**config.mk**
```make
export PLATFORM = sky130hd
export DESIGN_NAME = chip_select_ready_wait
export DESIGN_NICKNAME = d
export VERILOG_FILES = /design/src/verilog/csu_pkg.sv /design/src/verilog/chip_select_ready_wait.sv /design/src/verilog/wait_counter.sv
export SDC_FILE = /design/constraint.sdc
export NUM_CORES = 1
export LEC_CHECK = 0
export BUFFER_PORTS_ARGS = -buffer_cell sky130_fd_sc_hd__buf_4
export CAP_MARGIN = 30
export CORE_MARGIN = 2
export CORE_UTILIZATION = 45
export CTS_CLUSTER_DIAMETER = 100
export DETAILED_ROUTE_END_ITERATION = 8
export GPL_TIMING_DRIVEN = 1
export PLACE_DENSITY_LB_ADDON = 0.05
export SETUP_SLACK_MARGIN = 0.1
export SYNTH_ARGS = -nofsm -noshare
export SYNTH_HDL_FRONTEND = slang
export SYNTH_SLANG_ARGS = --single-unit
```
**constraint.sdc**
```tcl
create_clock -name ref_clk_i -period 15.4 [get_ports ref_clk_i]
set_clock_uncertainty 0.15 [all_clocks]
set_input_delay 1.54 -clock ref_clk_i [delete_from_list [all_inputs] [get_ports ref_clk_i]]
set_output_delay 1.54 -clock ref_clk_i [all_outputs]
set_load 0.02 [all_outputs]
```
**src/verilog/csu_pkg.sv**
```systemverilog
// constants shared by the chip-select unit and its wait counter
// assumes one processor clock and a synchronous active-high reset
package csu_pkg;

  localparam int ADDR_W = 20;
  localparam int CTL_W = 16;
  localparam int WAIT_W = 4;

  // control word targets for ctl_wr_i
  typedef enum logic [2:0] {
    CTL_UPPER = 3'h0,
    CTL_LOWER = 3'h1,
    CTL_MID = 3'h2,
    CTL_PERIPH = 3'h3,
    CTL_MIDPER = 3'h4
  } ctl_sel_t;

  // field positions inside the control words
  localparam int F_WAIT_LSB = 0;
  localparam int F_RDY_IGN = 2;
  localparam int F_PRDY_IGN = 3;
  localparam int F_AS_ADDR = 6;
  localparam int F_ADDR_DIS = 7;
  localparam int F_IN_MEM = 7;
  localparam int F_BOUND_LSB = 8;
  localparam int F_MID_BASE_LSB = 11;
  localparam int F_PER_BASE_LSB = 7;

  // upper region: F0000h-FFFFFh, ready required, three waits
  localparam logic [15:0] UPPER_CTL_RST = 16'hF003;
  localparam logic [15:0] CTL_RST = 16'h0000;

  // peripheral index of the fifth select and first upper one
  localparam logic [2:0] PER_FIFTH = 3'h4;
  localparam logic [2:0] PER_UPPER0 = 3'h5;
  localparam logic [3:0] REGBLK_HI = 4'h0;

  typedef enum logic [6:0] {
    S_IDLE = 7'h01,
    S_T1 = 7'h02,
    S_T2 = 7'h04,
    S_T3 = 7'h08,
    S_TW = 7'h10,
    S_TRDY = 7'h20,
    S_T4 = 7'h40
  } bus_state_t;

  // three-bit wait field of the lower peripheral selects
  function automatic logic [3:0] per_wait(input logic [2:0] code);
    unique case (code)
      3'h4: per_wait = 4'h5;
      3'h5: per_wait = 4'h7;
      3'h6: per_wait = 4'h9;
      3'h7: per_wait = 4'hF;
      default: per_wait = {1'b0, code};
    endcase
  endfunction : per_wait

  function automatic logic [3:0] wmax(input logic [3:0] a, input logic [3:0] b);
    wmax = (a > b) ? a : b;
  endfunction : wmax

endpackage : csu_pkg

```
**src/verilog/chip_select_ready_wait.sv**
```systemverilog
// chip-select decode with ready sensing and wait-state insertion
// assumes one bus cycle at a time, started by a pulse while idle
//
// Behaviour
// - selects assert for cycles in their region, whoever starts the cycle
// - upper and lower selects assert with the nonmultiplexed address
// - each external control word has a ready-required or ignored bit
// - either async or sync ready input ends or extends the cycle
// - on-chip RAM never samples ready and runs zero waits
// - two-bit wait field, zero to three, for most selects
// - lower peripheral selects add 5, 7, 9 and 15 waits
// - programmed waits finish before ready can end the cycle
// - two waits, ready at first wait: cycle is base plus two
// - ready late: extend until ready, then exactly one more wait
// - register block and RAM selects are zero-wait, ready-ignored
// - address-drive-disable suppresses muxed address when select asserts
// - midrange/peripheral timing stays active even when pins are PIO
// - fifth peripheral select keeps timing logic without a pin
// - upper peripheral pins as address bits drop their timing
// - mismatched overlap may wait for ready forever
// - overlap means several selects on one physical address
// - after reset upper select covers top 64K, ready, three waits
// - peripheral selects inactive after reset until programmed
`timescale 1ns/1ps
module chip_select_ready_wait
  import csu_pkg::*;
(
  // clock and reset
  input wire logic ref_clk_i,
  input wire logic rst_i,
  // bus cycle request
  input wire logic cycle_start_i,
  input wire logic [ADDR_W-1:0] cycle_addr_i,
  input wire logic cycle_is_io_i,
  // control word writes
  input wire logic ctl_wr_i,
  input wire logic [2:0] ctl_sel_i,
  input wire logic [CTL_W-1:0] ctl_data_i,
  // internal selects
  input wire logic ram_en_i,
  input wire logic [4:0] ram_base_i,
  input wire logic [7:0] regblk_base_i,
  // ready inputs
  input wire logic async_ready_in_i,
  input wire logic sync_ready_in_i,
  // select pins, active low
  output logic upper_region_select_n_o,
  output logic lower_region_select_n_o,
  output logic [3:0] midrange_region_selects_n_o,
  output logic [3:0] lower_peripheral_selects_n_o,
  output logic [1:0] upper_peripheral_selects_n_o,
  // internal selects
  output logic ram_select_o,
  output logic regblk_select_o,
  // bus timing
  output logic addr_drive_en_o,
  output logic wait_state_o,
  output logic cycle_end_o
);

  ////////////////////////////////////////////////////////////////////////
  // control words

  logic [CTL_W-1:0] upper_select_control;
  logic [CTL_W-1:0] lower_select_control;
  logic [CTL_W-1:0] midrange_base_control;
  logic [CTL_W-1:0] peripheral_base_control;
  logic [CTL_W-1:0] midrange_peripheral_size_control;
  logic lower_en;
  logic mid_wr;
  logic per_wr;
  logic mp_wr;

  always_ff @(posedge ref_clk_i) begin
    if (rst_i) begin
      upper_select_control <= UPPER_CTL_RST;
      lower_select_control <= CTL_RST;
      midrange_base_control <= CTL_RST;
      peripheral_base_control <= CTL_RST;
      midrange_peripheral_size_control <= CTL_RST;
    end else if (ctl_wr_i) begin
      unique case (ctl_sel_i)
        CTL_UPPER: upper_select_control <= ctl_data_i;
        CTL_LOWER: lower_select_control <= ctl_data_i;
        CTL_MID: midrange_base_control <= ctl_data_i;
        CTL_PERIPH: peripheral_base_control <= ctl_data_i;
        CTL_MIDPER: midrange_peripheral_size_control <= ctl_data_i;
        default: ;
      endcase
    end
  end

  // lower, midrange and peripheral regions come alive only once their control words were written
  always_ff @(posedge ref_clk_i) begin
    if (rst_i) begin
      lower_en <= 1'b0;
      mid_wr <= 1'b0;
      per_wr <= 1'b0;
      mp_wr <= 1'b0;
    end else if (ctl_wr_i) begin
      if (ctl_sel_i == CTL_LOWER) begin
        lower_en <= 1'b1;
      end
      if (ctl_sel_i == CTL_MID) begin
        mid_wr <= 1'b1;
      end
      if (ctl_sel_i == CTL_PERIPH) begin
        per_wr <= 1'b1;
      end
      if (ctl_sel_i == CTL_MIDPER) begin
        mp_wr <= 1'b1;
      end
    end
  end

  logic mid_en;
  logic per_en;
  logic as_addr;
  logic per_in_mem;

  // enables do not depend on the pin function (chip select or PIO)
  assign mid_en = mid_wr & mp_wr;
  assign per_en = per_wr & mp_wr;
  assign as_addr = midrange_peripheral_size_control[F_AS_ADDR];
  assign per_in_mem = midrange_peripheral_size_control[F_IN_MEM];

  ////////////////////////////////////////////////////////////////////////
  // address decode; the initiator (CPU or DMA) plays no part

  logic mem;
  logic hit_upper;
  logic hit_lower;
  logic hit_mid_blk;
  logic hit_per_blk;
  logic [3:0] hit_mid;
  logic [6:0] hit_per;
  logic hit_ram;
  logic hit_regblk;
  logic [7:0] page;

  assign mem = ~cycle_is_io_i;
  assign page = cycle_addr_i[19:12];
  assign hit_upper = mem && page >= upper_select_control[15:F_BOUND_LSB];
  assign hit_lower = mem && lower_en
                     && page < lower_select_control[15:F_BOUND_LSB];
  assign hit_mid_blk = mid_en && mem
                       && cycle_addr_i[19:15] == midrange_base_control[15:F_MID_BASE_LSB];
  // an I/O peripheral block never meets a memory region at 0
  assign hit_per_blk = per_en && (per_in_mem == mem)
                       && cycle_addr_i[19:11]
                          == peripheral_base_control[15:F_PER_BASE_LSB];
  assign hit_mid = hit_mid_blk ? (4'h1 << cycle_addr_i[14:13]) : 4'h0;
  assign hit_per = hit_per_blk ? 7'(7'h01 << cycle_addr_i[10:8]) : 7'h00;
  assign hit_ram = ram_en_i && mem && cycle_addr_i[19:15] == ram_base_i;
  assign hit_regblk = cycle_is_io_i && cycle_addr_i[19:16] == REGBLK_HI
                      && cycle_addr_i[15:8] == regblk_base_i;

  ////////////////////////////////////////////////////////////////////////
  // merged wait and ready settings of all selects that hit

  logic [WAIT_W-1:0] next_wait;
  logic next_rdy;

  // differing overlaps take the longest wait and any ready demand,
  // so a mismatch can stall on ready forever
  always_comb begin
    next_wait = 4'h0;
    next_rdy = 1'b0;
    if (hit_upper) begin
      next_wait = wmax(next_wait, {2'b00, upper_select_control[1:F_WAIT_LSB]});
      next_rdy = next_rdy | ~upper_select_control[F_RDY_IGN];
    end
    if (hit_lower) begin
      next_wait = wmax(next_wait, {2'b00, lower_select_control[1:F_WAIT_LSB]});
      next_rdy = next_rdy | ~lower_select_control[F_RDY_IGN];
    end
    if (hit_mid_blk) begin
      next_wait = wmax(next_wait, {2'b00, midrange_base_control[1:F_WAIT_LSB]});
      next_rdy = next_rdy | ~midrange_base_control[F_RDY_IGN];
    end
    // the fifth select has no pin but still times its cycles
    if (hit_per_blk && cycle_addr_i[10:8] <= PER_FIFTH) begin
      next_wait = wmax(next_wait, per_wait(peripheral_base_control[2:0]));
      next_rdy = next_rdy | ~peripheral_base_control[F_PRDY_IGN];
    end
    if (hit_per_blk && cycle_addr_i[10:8] >= PER_UPPER0 && !as_addr) begin
      next_wait = wmax(next_wait,
                       {2'b00, midrange_peripheral_size_control[1:F_WAIT_LSB]});
      next_rdy = next_rdy | ~midrange_peripheral_size_control[F_RDY_IGN];
    end
    // RAM and register block add nothing: zero waits, no ready
  end

  ////////////////////////////////////////////////////////////////////////
  // bus cycle sequencer

  bus_state_t state;
  bus_state_t next_state;
  logic take;
  logic [WAIT_W-1:0] wait_q;
  logic rdy_q;
  logic rdy_ok;
  logic [WAIT_W-1:0] rem;

  assign take = (state == S_IDLE) && cycle_start_i;
  assign rdy_ok = async_ready_in_i | sync_ready_in_i;

  always_ff @(posedge ref_clk_i) begin
    if (rst_i) begin
      wait_q <= 4'h0;
      rdy_q <= 1'b0;
    end else if (take) begin
      wait_q <= next_wait;
      rdy_q <= next_rdy;
    end
  end

  // ready is looked at only one cycle before the last wait or t4
  always_comb begin
    next_state = state;
    unique case (state)
      S_IDLE: if (cycle_start_i) next_state = S_T1;
      S_T1: next_state = S_T2;
      S_T2: next_state = S_T3;
      S_T3: begin
        if (wait_q > 4'h1) begin
          next_state = S_TW;
        end else if (rdy_q && !rdy_ok) begin
          next_state = S_TRDY;
        end else begin
          next_state = (wait_q == 4'h1) ? S_TW : S_T4;
        end
      end
      S_TW: begin
        if (rem <= 4'h1) begin
          next_state = S_T4;
        end else if (rem == 4'h2 && rdy_q && !rdy_ok) begin
          next_state = S_TRDY;
        end
      end
      S_TRDY: if (rdy_ok) next_state = S_TW;
      S_T4: next_state = S_IDLE;
    endcase
  end

  always_ff @(posedge ref_clk_i) begin
    if (rst_i) begin
      state <= S_IDLE;
    end else begin
      state <= next_state;
    end
  end

  // after a late ready exactly one wait remains
  wait_counter u_wait (
    .ref_clk_i(ref_clk_i),
    .rst_i(rst_i),
    .load_i(take || (state == S_TRDY && rdy_ok)),
    .load_val_i(take ? next_wait : 4'h1),
    .dec_i(state == S_TW),
    .rem_o(rem)
  );

  always_ff @(posedge ref_clk_i) begin
    if (rst_i) begin
      cycle_end_o <= 1'b0;
      wait_state_o <= 1'b0;
    end else begin
      cycle_end_o <= next_state == S_T4;
      wait_state_o <= next_state == S_TW || next_state == S_TRDY;
    end
  end

  ////////////////////////////////////////////////////////////////////////
  // select pins

  logic [3:0] mid_q;
  logic [6:0] per_q;
  logic [1:0] a21_q;

  always_ff @(posedge ref_clk_i) begin
    if (rst_i) begin
      mid_q <= 4'h0;
      per_q <= 7'h00;
      a21_q <= 2'h0;
    end else if (take) begin
      mid_q <= hit_mid;
      per_q <= hit_per;
      a21_q <= cycle_addr_i[2:1];
    end
  end

  // upper and lower go out with the nonmultiplexed address at start
  always_ff @(posedge ref_clk_i) begin
    if (rst_i) begin
      upper_region_select_n_o <= 1'b1;
      lower_region_select_n_o <= 1'b1;
      ram_select_o <= 1'b0;
      regblk_select_o <= 1'b0;
    end else if (take) begin
      upper_region_select_n_o <= ~hit_upper;
      lower_region_select_n_o <= ~hit_lower;
      ram_select_o <= hit_ram;
      regblk_select_o <= hit_regblk;
    end else if (next_state == S_IDLE) begin
      upper_region_select_n_o <= 1'b1;
      lower_region_select_n_o <= 1'b1;
      ram_select_o <= 1'b0;
      regblk_select_o <= 1'b0;
    end
  end

  // midrange and peripheral selects follow with the muxed address
  always_ff @(posedge ref_clk_i) begin
    if (rst_i) begin
      midrange_region_selects_n_o <= 4'hF;
      lower_peripheral_selects_n_o <= 4'hF;
      upper_peripheral_selects_n_o <= 2'h3;
    end else if (state == S_T1) begin
      midrange_region_selects_n_o <= ~mid_q;
      lower_peripheral_selects_n_o <= ~per_q[3:0];
      upper_peripheral_selects_n_o <= as_addr ? a21_q : ~per_q[6:5];
    end else if (next_state == S_IDLE) begin
      midrange_region_selects_n_o <= 4'hF;
      lower_peripheral_selects_n_o <= 4'hF;
      upper_peripheral_selects_n_o <= as_addr ? a21_q : 2'h3;
    end
  end

  // the muxed bus carries the address in t1 unless a disabling select hits
  always_ff @(posedge ref_clk_i) begin
    if (rst_i) begin
      addr_drive_en_o <= 1'b0;
    end else if (take) begin
      addr_drive_en_o <= ~((hit_upper && upper_select_control[F_ADDR_DIS])
                           || (hit_lower && lower_select_control[F_ADDR_DIS]));
    end else begin
      addr_drive_en_o <= 1'b0;
    end
  end
endmodule : chip_select_ready_wait

```
**src/verilog/wait_counter.sv**
```systemverilog
// down counter of the wait states still to run in a bus cycle
// assumes load and decrement are never asked in the same cycle
`timescale 1ns/1ps
module wait_counter
  import csu_pkg::*;
(
  // clock and reset
  input wire logic ref_clk_i,
  input wire logic rst_i,
  // control
  input wire logic load_i,
  input wire logic [WAIT_W-1:0] load_val_i,
  input wire logic dec_i,
  // state
  output logic [WAIT_W-1:0] rem_o
);

  always_ff @(posedge ref_clk_i) begin
    if (rst_i) begin
      rem_o <= 4'h0;
    end else if (load_i) begin
      rem_o <= load_val_i;
    end else if (dec_i && rem_o != 4'h0) begin
      rem_o <= rem_o - 4'h1;
    end
  end

endmodule : wait_counter
```
==> flow_summary.ini, run 1 <==
[cts]
post_cts_buffers = 0
cts_max_level = 3
cts_tree = built
cts-root-buf = clkbuf_16
hold_buffers = 0
cts_sinks = 99
path_clk_slew_ns = 0.06
cts_resized = 0
insertion_delay_ns = 0.35
clockBufferDepth = 2
numCtsBuffers = 9

[setup_path]
rrSetupSlack_ns = 8.51
max_stage_delay_ns = 0.52
crit_type = in -> reg
r2r_start = upper_select_control[13]$_SDFFE_PP1P_
start_kind = primary input
cp_slowest_cell = o31ai_1
required_ns = 15.49
cp.arrival_ns = 7.98
reg2reg_depth = 31
crit_top_cell = ha_1
critPathMaxFanout = 4
cp-end-kind = flop
reg2reg_to = u_wait.rem_o[1]$_SDFFE_PP0P_

[place]
io_buffer_count = 68
placed_area_um2 = 5740
dp_hpwl_mm = 9.83
gp_congestion = 0.839

[cells_and_area]
finalInstanceArea_um2 = 6040
final_core_util = 0.536
drive_gt1_frac = 0.138
fillers = 1105
area_growth_pct = 17.5
antenna_cells = 0
nNetsFinal = 779

[logic_synthesis]
synth_top_family_by_area = simple AND/OR/NAND/NOR gates
synth-edff-count = 0
mappedNetlistArea_um2 = 5140
avgSynthCellArea_um2 = 8.06
ys_ff_latch = 99
synth.distinct_cells = 63
synth_top_area_frac = 0.385
synthArstFlopShare = 0
synthAdderAreaFrac = 0.0705
synth-simple-area-share = 0.239
synth_mux_area_frac = 0.0187
synth_warnings = 0
yosysTopAreaCell = dfxtp_1
synthTopCellsByArea = dfxtp_1 39%, nand2_1 8.3%, ha_1 7.1%
synthXorXnorAreaFrac = 0.0562
yosysSeqAreaShare = 0.385
synth_compound_area_frac = 0.182
synth_flop_cell = dfxtp_1
synthTopCellsByCount = 114 x nand2_1, 99 x dfxtp_1, 64 x nor2_1
synth.most_common_cell = nand2_1
synth_cells = 638
syn_nets = 727

[timing]
fin_crit_sh = 0.512
hold_ws_ns = 0.277
period_needed_ns = 7.89
relSlewSlack = 0.364
setup_tns_ns = 0
rsz0062_at_grt = no
finalHoldViolations = 0
maxSlewViolCount = 0
finalSetupViolCount = 0
fmax_ghz = 0.127
worst_slew_pin_slew_ns = 0.954

[power_and_ir_drop]
ir_worst_vdd_v = 0.000131
power_leakage_nw = 2.29
cellPowerDensity_nw_per_um2 = 94.2

[floorplanning]
num_io_pins = 77
die_w_um = 111
die_h_um = 111
die-area_um2 = 12300
core_area_um2 = 11300
rows = 39
initial_core_util = 0.456

[min_path]
min_path_type = reg -> reg
hold_start = upper_select_control[7]$_SDFFE_PP0P_
whs_endpoint = addr_drive_en_o$_SDFF_PP0_
worstHoldPathCells = 1

[routing]
wl_per_cell_um = 16.1
ant_nets = 0
drt_wl_total_mm = 13.5
post-route-drc-count = 0
vias = 4580
drt_iter0_markers = 315
detailedRoute.firstPassIterationCount = 4
viasPerCell = 5.47

[global_route]
grt_overflow = 0
grt_pass1_wl_mm = 22.3
grt_max_degree = 92
grt_util_all_layers = 0.225
antenna_found_initial = 0
grt_pass1_vias = 4465

[job]
max_cap_violations = 0

[outcome]
status = complete, no violations
-- area by class of cell --
| type | count | area (µm²) | share of cell area |
|---|---|---|---|
| well taps | 143 | 179 | 0.0296 |
| repair buffers | 69 | 522 | 0.0863 |
| flip-flops and latches | 99 | 1980 | 0.328 |
| inverters | 37 | 139 | 0.0230 |
| clock inverters | 5 | 61.3 | 0.0101 |
| clock buffers | 11 | 243 | 0.0402 |
| multi-input cells | 474 | 2920 | 0.483 |
-- sequential cells by signal, summed over array words and instances (netlist names), 5 cells and up --
register                          cells
lower_select_control                 12
midrange_base_control                 8
midrange_peripheral_size_control      5
per_q                                 6
peripheral_base_control              13
state                                 7
upper_select_control                 12
-- per-layer routing --
layer / track usage / wire length, µm / vias to the layer above / part of all wire
met1: 0.282 / 5920 / 2153 / 0.44
met3: 0.0569 / 605 / 18 / 0.045
met5: 0 / 0 / - / 0
met4: 0.0758 / 316 / 0 / 0.023
li1: - / - / 2315 / -
met2: 0.380 / 6660 / 94 / 0.49
-- layout by cell type (no fill, tap or decap), types with 3 or more instances in the layout --
master / count
a211o_1: 9
a211oi_1: 9
a21o_1: 3
a21oi_1: 62
a221oi_1: 3
a22oi_1: 8
a2bb2oi_1: 11
a31oi_1: 4
a32oi_1: 3
and3_1: 4
buf_4: 68
clkbuf_16: 9
clkinvlp_4: 3
dfxtp_1: 99
ha_1: 29
inv_1: 37
mux2i_1: 6
nand2_1: 114
nand2b_1: 3
nand3_1: 8
nand3b_1: 4
nand4_1: 10
nor2_1: 64
nor2b_1: 10
nor3_1: 11
nor3b_1: 4
nor4_1: 7
o21ai_0: 6
o21ai_1: 3
or4_1: 5
xnor2_1: 19
xor2_1: 14
-- report_power, final --
group / internal [mW] / leakage [nW] / switching [mW]
registers: 0.262 / 0.803 / 0.00529
logic: 0.0303 / 1.35 / 0.0417
clock network: 0.131 / 0.138 / 0.0991
total: 0.423 / 2.29 / 0.146
-- kinds of logic after synthesis --
group | count (synthesis)
AND/OR/NAND/NOR | 263
AO/OA/AOI/OAI | 140
flip-flops | 99
buffers and inverters | 65
XOR/XNOR | 33
adder cells (fa/ha/maj) | 29
multiplexers | 9
-- critical path: cells and delay by family --
kind	cells	cell delay [ns]
compound gates	13	2.26
fa+ha+maj	5	1.28
buf+inv	3	0.19
mux	1	0.39
simple gates	11	2.30
-- worst max path at each step --
stage / slack, ns / to / cells past startpoint / startpoint
global route: 6.97 / u_wait.rem_o[1]$_SDFFE_PP0P_ / 33 / cycle_addr_i[12]
finish: 7.51 / u_wait.rem_o[1]$_SDFFE_PP0P_ / 33 / cycle_addr_i[12]
CTS: 7.51 / u_wait.rem_o[1]$_SDFFE_PP0P_ / 33 / cycle_addr_i[12]
detailed placement: 7.16 / u_wait.rem_o[1]$_SDFFE_PP0P_ / 33 / cycle_addr_i[12]
floorplan: 8.12 / u_wait.rem_o[1]$_SDFFE_PP0P_ / 31 / cycle_addr_i[12]
global placement: 7.24 / u_wait.rem_o[1]$_SDFFE_PP0P_ / 33 / cycle_addr_i[12]
-- per-stage QoR --
stage	worst slack, ns	std cells	power (mW)
after floorplan	8.12	638	0.316
after global placement	7.24	821	0.343
after detailed placement	7.16	822	0.345
after CTS	7.51	838	0.576
after global routing	6.97	838	0.595
final	7.51	838	0.569
Power figures use the tool's default switching activity.
==> inputs of run 2 (changes only) <==
Clock period 15.4 ns to 6.9 ns, I/O delays scaled along.
==> run 2 against run 1 <==
Largest cell class unchanged; utilization up 1.7 points; power grew 130%; sequential power rose by 120%; first-iteration DRC count rose by 0.95%.
==> flow_summary.ini, run 2 (same netlist as run 1, synthesis figures left out) <==
[setup_path]
critPathMaxFanout = 4
r2r_start = upper_select_control[13]$_SDFFE_PP1P_
crit_type = in -> reg
start_kind = primary input
crit_path_end = u_wait.rem_o[1]$_SDFFE_PP0P_
crit_top_cell = ha_1
rrSetupSlack_ns = 0.56
max_stage_delay_ns = 0.43
cp_slowest_cell = or3_4
required_ns = 6.94
cp-startpoint = cycle_addr_i[12]
cp.arrival_ns = 6.50
reg2reg_to = u_wait.rem_o[1]$_SDFFE_PP0P_
cp-end-kind = flop
reg2reg_depth = 30

[min_path]
hold_start = upper_select_control[7]$_SDFFE_PP0P_
min_path_type = reg -> reg

[routing]
detailedRoute.firstPassIterationCount = 4
drt_iter0_markers = 318
post-route-drc-count = 0
wl_per_cell_um = 16.0
ant_nets = 0
viasPerCell = 5.39
vias = 4595
drt_wl_total_mm = 13.7

[cts]
cts_resized = 0
cts_sinks = 99
hold_buffers = 0
numCtsBuffers = 9
clockBufferDepth = 2
insertion_delay_ns = 0.35
cts_tree = built
path_clk_slew_ns = 0.07
cts_max_level = 3
post_cts_buffers = 0
cts-root-buf = clkbuf_16

[timing]
rsz0062_at_grt = no
finalHoldViolations = 0
period_needed_ns = 6.46
finalSetupViolCount = 0
maxSlewViolCount = 0
hold_ws_ns = 0.283
fin_crit_sh = 0.936
worst_slew_pin_slew_ns = 0.959
fmax_ghz = 0.155
relSlewSlack = 0.361

[place]
gp_congestion = 0.833
dp_hpwl_mm = 9.83
dp.cells = 837
io_buffer_count = 68

[global_route]
grt_pass1_wl_mm = 23.3
antenna_found_initial = 0
grt_max_degree = 92
grt_pass1_vias = 4633
grt_overflow = 0
grt_util_all_layers = 0.232

[floorplanning]
rows = 39
initial_core_util = 0.456
die-area_um2 = 12300
die_h_um = 111
core_area_um2 = 11300
die_w_um = 111
num_io_pins = 77

[cells_and_area]
final_core_util = 0.553
area_growth_pct = 21.3
nNetsFinal = 794
layout_common_cells = 114 x nand2_1, 99 x dfxtp_1, 83 x buf_4, 64 x nor2_1, 61 x a21oi_1
drive_gt1_frac = 0.168
stdcell_count = 853
final_common_cell = nand2_1
largest_reg_flops = 13
antenna_cells = 0
top_register = peripheral_base_control
top_regs = peripheral_base_control x13, lower_select_control x12, upper_select_control x12

[power_and_ir_drop]
cellPowerDensity_nw_per_um2 = 211
ir_worst_vdd_v = 0.000279
power_leakage_nw = 2.39

[outcome]
status = complete, no violations

[job]
max_cap_violations = 0
==> run 2: cell types whose count changed in the layout (fill, tap and decap cells not counted), moves of 2 or more <==
cell	previous run	this run
a2111oi_4	0	2
clkinvlp_4	3	1
clkinv_4	0	2
buf_4	68	83
==> run 2: metrics by stage <==
step / setup WS, ns / total power [mW] / TNS, ns / cell area, µm²
after global placement: 0.0251 / 0.772 / 0 / 5840
after floorplan: 0.470 / 0.706 / 0 / 5140
after detailed placement: -0.125 / 0.776 / -0.245 / 5850
after CTS: 0.193 / 1.32 / 0 / 6170
after global routing: 0.108 / 1.37 / 0 / 6240
final: 0.440 / 1.31 / 0 / 6240
==> run 2: where the power goes <==
| part | internal (mW) | switching, mW | total (mW) |
|---|---|---|---|
| sequential | 0.585 | 0.0120 | 0.597 |
| clock | 0.319 | 0.227 | 0.546 |
| combinational | 0.0755 | 0.0962 | 0.172 |
==> run 2: critical path, delay by kind of cell <==
family	cells	cell delay (ns)
AO/OA/AOI/OAI	14	2.41
AND/OR/NAND/NOR	8	1.58
adder cells (fa/ha/maj)	5	1.21
multiplexers	1	0.37
buffers and inverters	4	0.21
==> run 2: final cells by class <==
type | instances | area (µm²)
Clock buffer | 10 | 229
Clock inverter | 6 | 90.1
Multi-Input combinational cell | 474 | 2990
Fill cell | 1089 | 5030
Tap cell | 143 | 179
Timing Repair Buffer | 84 | 634
Sequential cell | 99 | 1980
Inverter | 37 | 139
==> run 2: how the worst min path moves through the flow <==
| stage | slack, ns | end | cells after the start |
|---|---|---|---|
| 2_1_floorplan | 0.25 | addr_drive_en_o$_SDFF_PP0_ | 1 |
| 3_5_place_dp | 0.27 | lower_peripheral_selects_n_o[2]$_SDFFE_PP1P_ | 1 |
| 4_1_cts | 0.29 | addr_drive_en_o$_SDFF_PP0_ | 1 |
| 5_1_grt | 0.31 | addr_drive_en_o$_SDFF_PP0_ | 1 |
| 3_3_place_gp | 0.27 | addr_drive_en_o$_SDFF_PP0_ | 1 |
| 6_report | 0.28 | addr_drive_en_o$_SDFF_PP0_ | 1 |
==> run 2: metal layers <==
| metal | track usage | vias to the layer above | wire length [µm] |
|---|---|---|---|
| met2 | 0.393 | 73 | 6700 |
| met4 | 0.0500 | 0 | 100 |
| met3 | 0.0530 | 8 | 512 |
| met5 | 0 | - | 0 |
| met1 | 0.304 | 2158 | 6360 |
| li1 | - | 2356 | - |
==> inputs of run 3 (changes only) <==
Settings changed: REMOVE_ABC_BUFFERS set to 1.
==> run 3 against run 2 <==
Sequential share of layout area grew 0.16 points; register-to-register slack lost 0.07 ns; non-clock buffer count grew 1; critical path type unchanged; utilization shrank 0.28 points; largest cell class unchanged.
==> flow_summary.ini, run 3 (same netlist as run 1, synthesis figures left out) <==
[setup_path]
cp-end-kind = flop
crit_top_cell = ha_1
cp_slowest_cell = or3_4
cp-startpoint = cycle_addr_i[12]
cp_top_family = compound AO/OA/AOI/OAI gates
cp.arrival_ns = 6.61
crit_type = in -> reg
start_kind = primary input
crit_buf_inv = 4
r2r_start = upper_select_control[8]$_SDFFE_PP0P_
max_stage_delay_ns = 0.44
critPathMaxFanout = 4
required_ns = 6.96

[place]
io_buffer_count = 68
gp_congestion = 0.857
placed_area_um2 = 5860
dp_hpwl_mm = 10.2

[cells_and_area]
nNetsFinal = 795
largest_reg_flops = 13
top_register = peripheral_base_control
finalInstanceArea_um2 = 6210
top_regs = peripheral_base_control x13, lower_select_control x12, upper_select_control x12
fillers = 1077
final_common_cell = nand2_1
final_core_util = 0.551
area_growth_pct = 20.6
antenna_cells = 0
drive_gt1_frac = 0.166
layout_common_cells = 114 x nand2_1, 99 x dfxtp_1, 84 x buf_4, 64 x nor2_1, 62 x a21oi_1

[routing]
vias = 4649
detailedRoute.firstPassIterationCount = 5
wl_per_cell_um = 16.1
drt_wl_total_mm = 13.7
viasPerCell = 5.45
post-route-drc-count = 0
drt_iter0_markers = 292
ant_nets = 0

[power_and_ir_drop]
combinationalPowerShare = 0.135
switching_share = 0.260
p_int_uw = 951
p_seq_frac = 0.465
finalPower_mw = 1.28
ir_worst_vdd_v = 0.000137
cellPowerDensity_nw_per_um2 = 207
p_clk_frac = 0.401
power_leakage_nw = 2.39
p_sw_uw = 333

[cts]
path_clk_slew_ns = 0.07
cts_max_level = 3
numCtsBuffers = 9
hold_buffers = 0
cts_sinks = 99
insertion_delay_ns = 0.35
cts_tree = built
clockBufferDepth = 2
cts-root-buf = clkbuf_16

[global_route]
grt_max_degree = 61
grt_pass1_vias = 4346
grt_util_all_layers = 0.226
antenna_found_initial = 0
grt_overflow = 0
grt_pass1_wl_mm = 22.4

[timing]
fin_crit_sh = 0.950
finalSetupViolCount = 0
worst_slew_pin_slew_ns = 0.932
hold_ws_ns = 0.291
relSlewSlack = 0.377
rsz0062_at_grt = yes
fmax_ghz = 0.153
maxSlewViolCount = 0
finalHoldViolations = 0
setup_tns_ns = 0
period_needed_ns = 6.56

[floorplanning]
core_area_um2 = 11300
rows = 39
initial_core_util = 0.456
die_w_um = 111
num_io_pins = 77
die-area_um2 = 12300
die_h_um = 111

[min_path]
hold_start = mid_q[3]$_SDFFE_PP0P_
min_path_type = reg -> reg

[outcome]
status = complete, no violations

[job]
max_cap_violations = 0
==> run 3: final timing paths <==
path / endpoint / slack (ns) / cells past startpoint
max: u_wait.rem_o[1]$_SDFFE_PP0P_ / 0.34 / 32
min: midrange_region_selects_n_o[3]$_SDFFE_PP1P_ / 0.29 / 1
max reg2reg: u_wait.rem_o[1]$_SDFFE_PP0P_ / 0.49 / 30
min reg2reg: midrange_region_selects_n_o[3]$_SDFFE_PP1P_ / 0.29 / 1
==> run 3: cell type report <==
cell class	instances	area [µm²]	share of cell area
clock inverter	5	60.1	0.00968
inverter	37	139	0.0224
multi-input combinational	474	2970	0.478
tap	143	179	0.0288
sequential	99	1980	0.319
clock buffer	10	239	0.0385
timing repair buffer	85	642	0.103
==> run 3: routing by layer <==
metal | part of all wire | track usage | routed length (µm) | vias to the layer above
met4 | 0.018 | 0.0900 | 244 | 0
met1 | 0.48 | 0.296 | 6630 | 2194
met5 | 0 | 0 | 0 | -
met3 | 0.033 | 0.0350 | 457 | 14
li1 | - | - | - | 2354
met2 | 0.47 | 0.373 | 6420 | 87
==> run 3: repair_timing <==
| item | CTS | global route |
|---|---|---|
| setup endpoints to repair | 0 | 4 |
| buffers inserted | 0 | 0 |
| resized for setup | 0 | 8 |
| hold endpoints to repair | 0 | 0 |
==> run 3: power groups by stage <==
stage	registers (mW)	logic [mW]	clock network, mW
5_1_grt	0.598	0.191	0.546
6_report	0.597	0.173	0.515
3_5_place_dp	0.609	0.168	0
3_3_place_gp	0.609	0.164	0
4_1_cts	0.596	0.169	0.526
2_1_floorplan	0.607	0.0899	0
==> run 3: stage by stage <==
step                      worst slack, ns  cells
final                               0.344    853
after global routing               0.0383    853
after CTS                           0.199    853
after detailed placement           -0.155    838
after global placement           -0.00171    837
after floorplan                     0.469    610
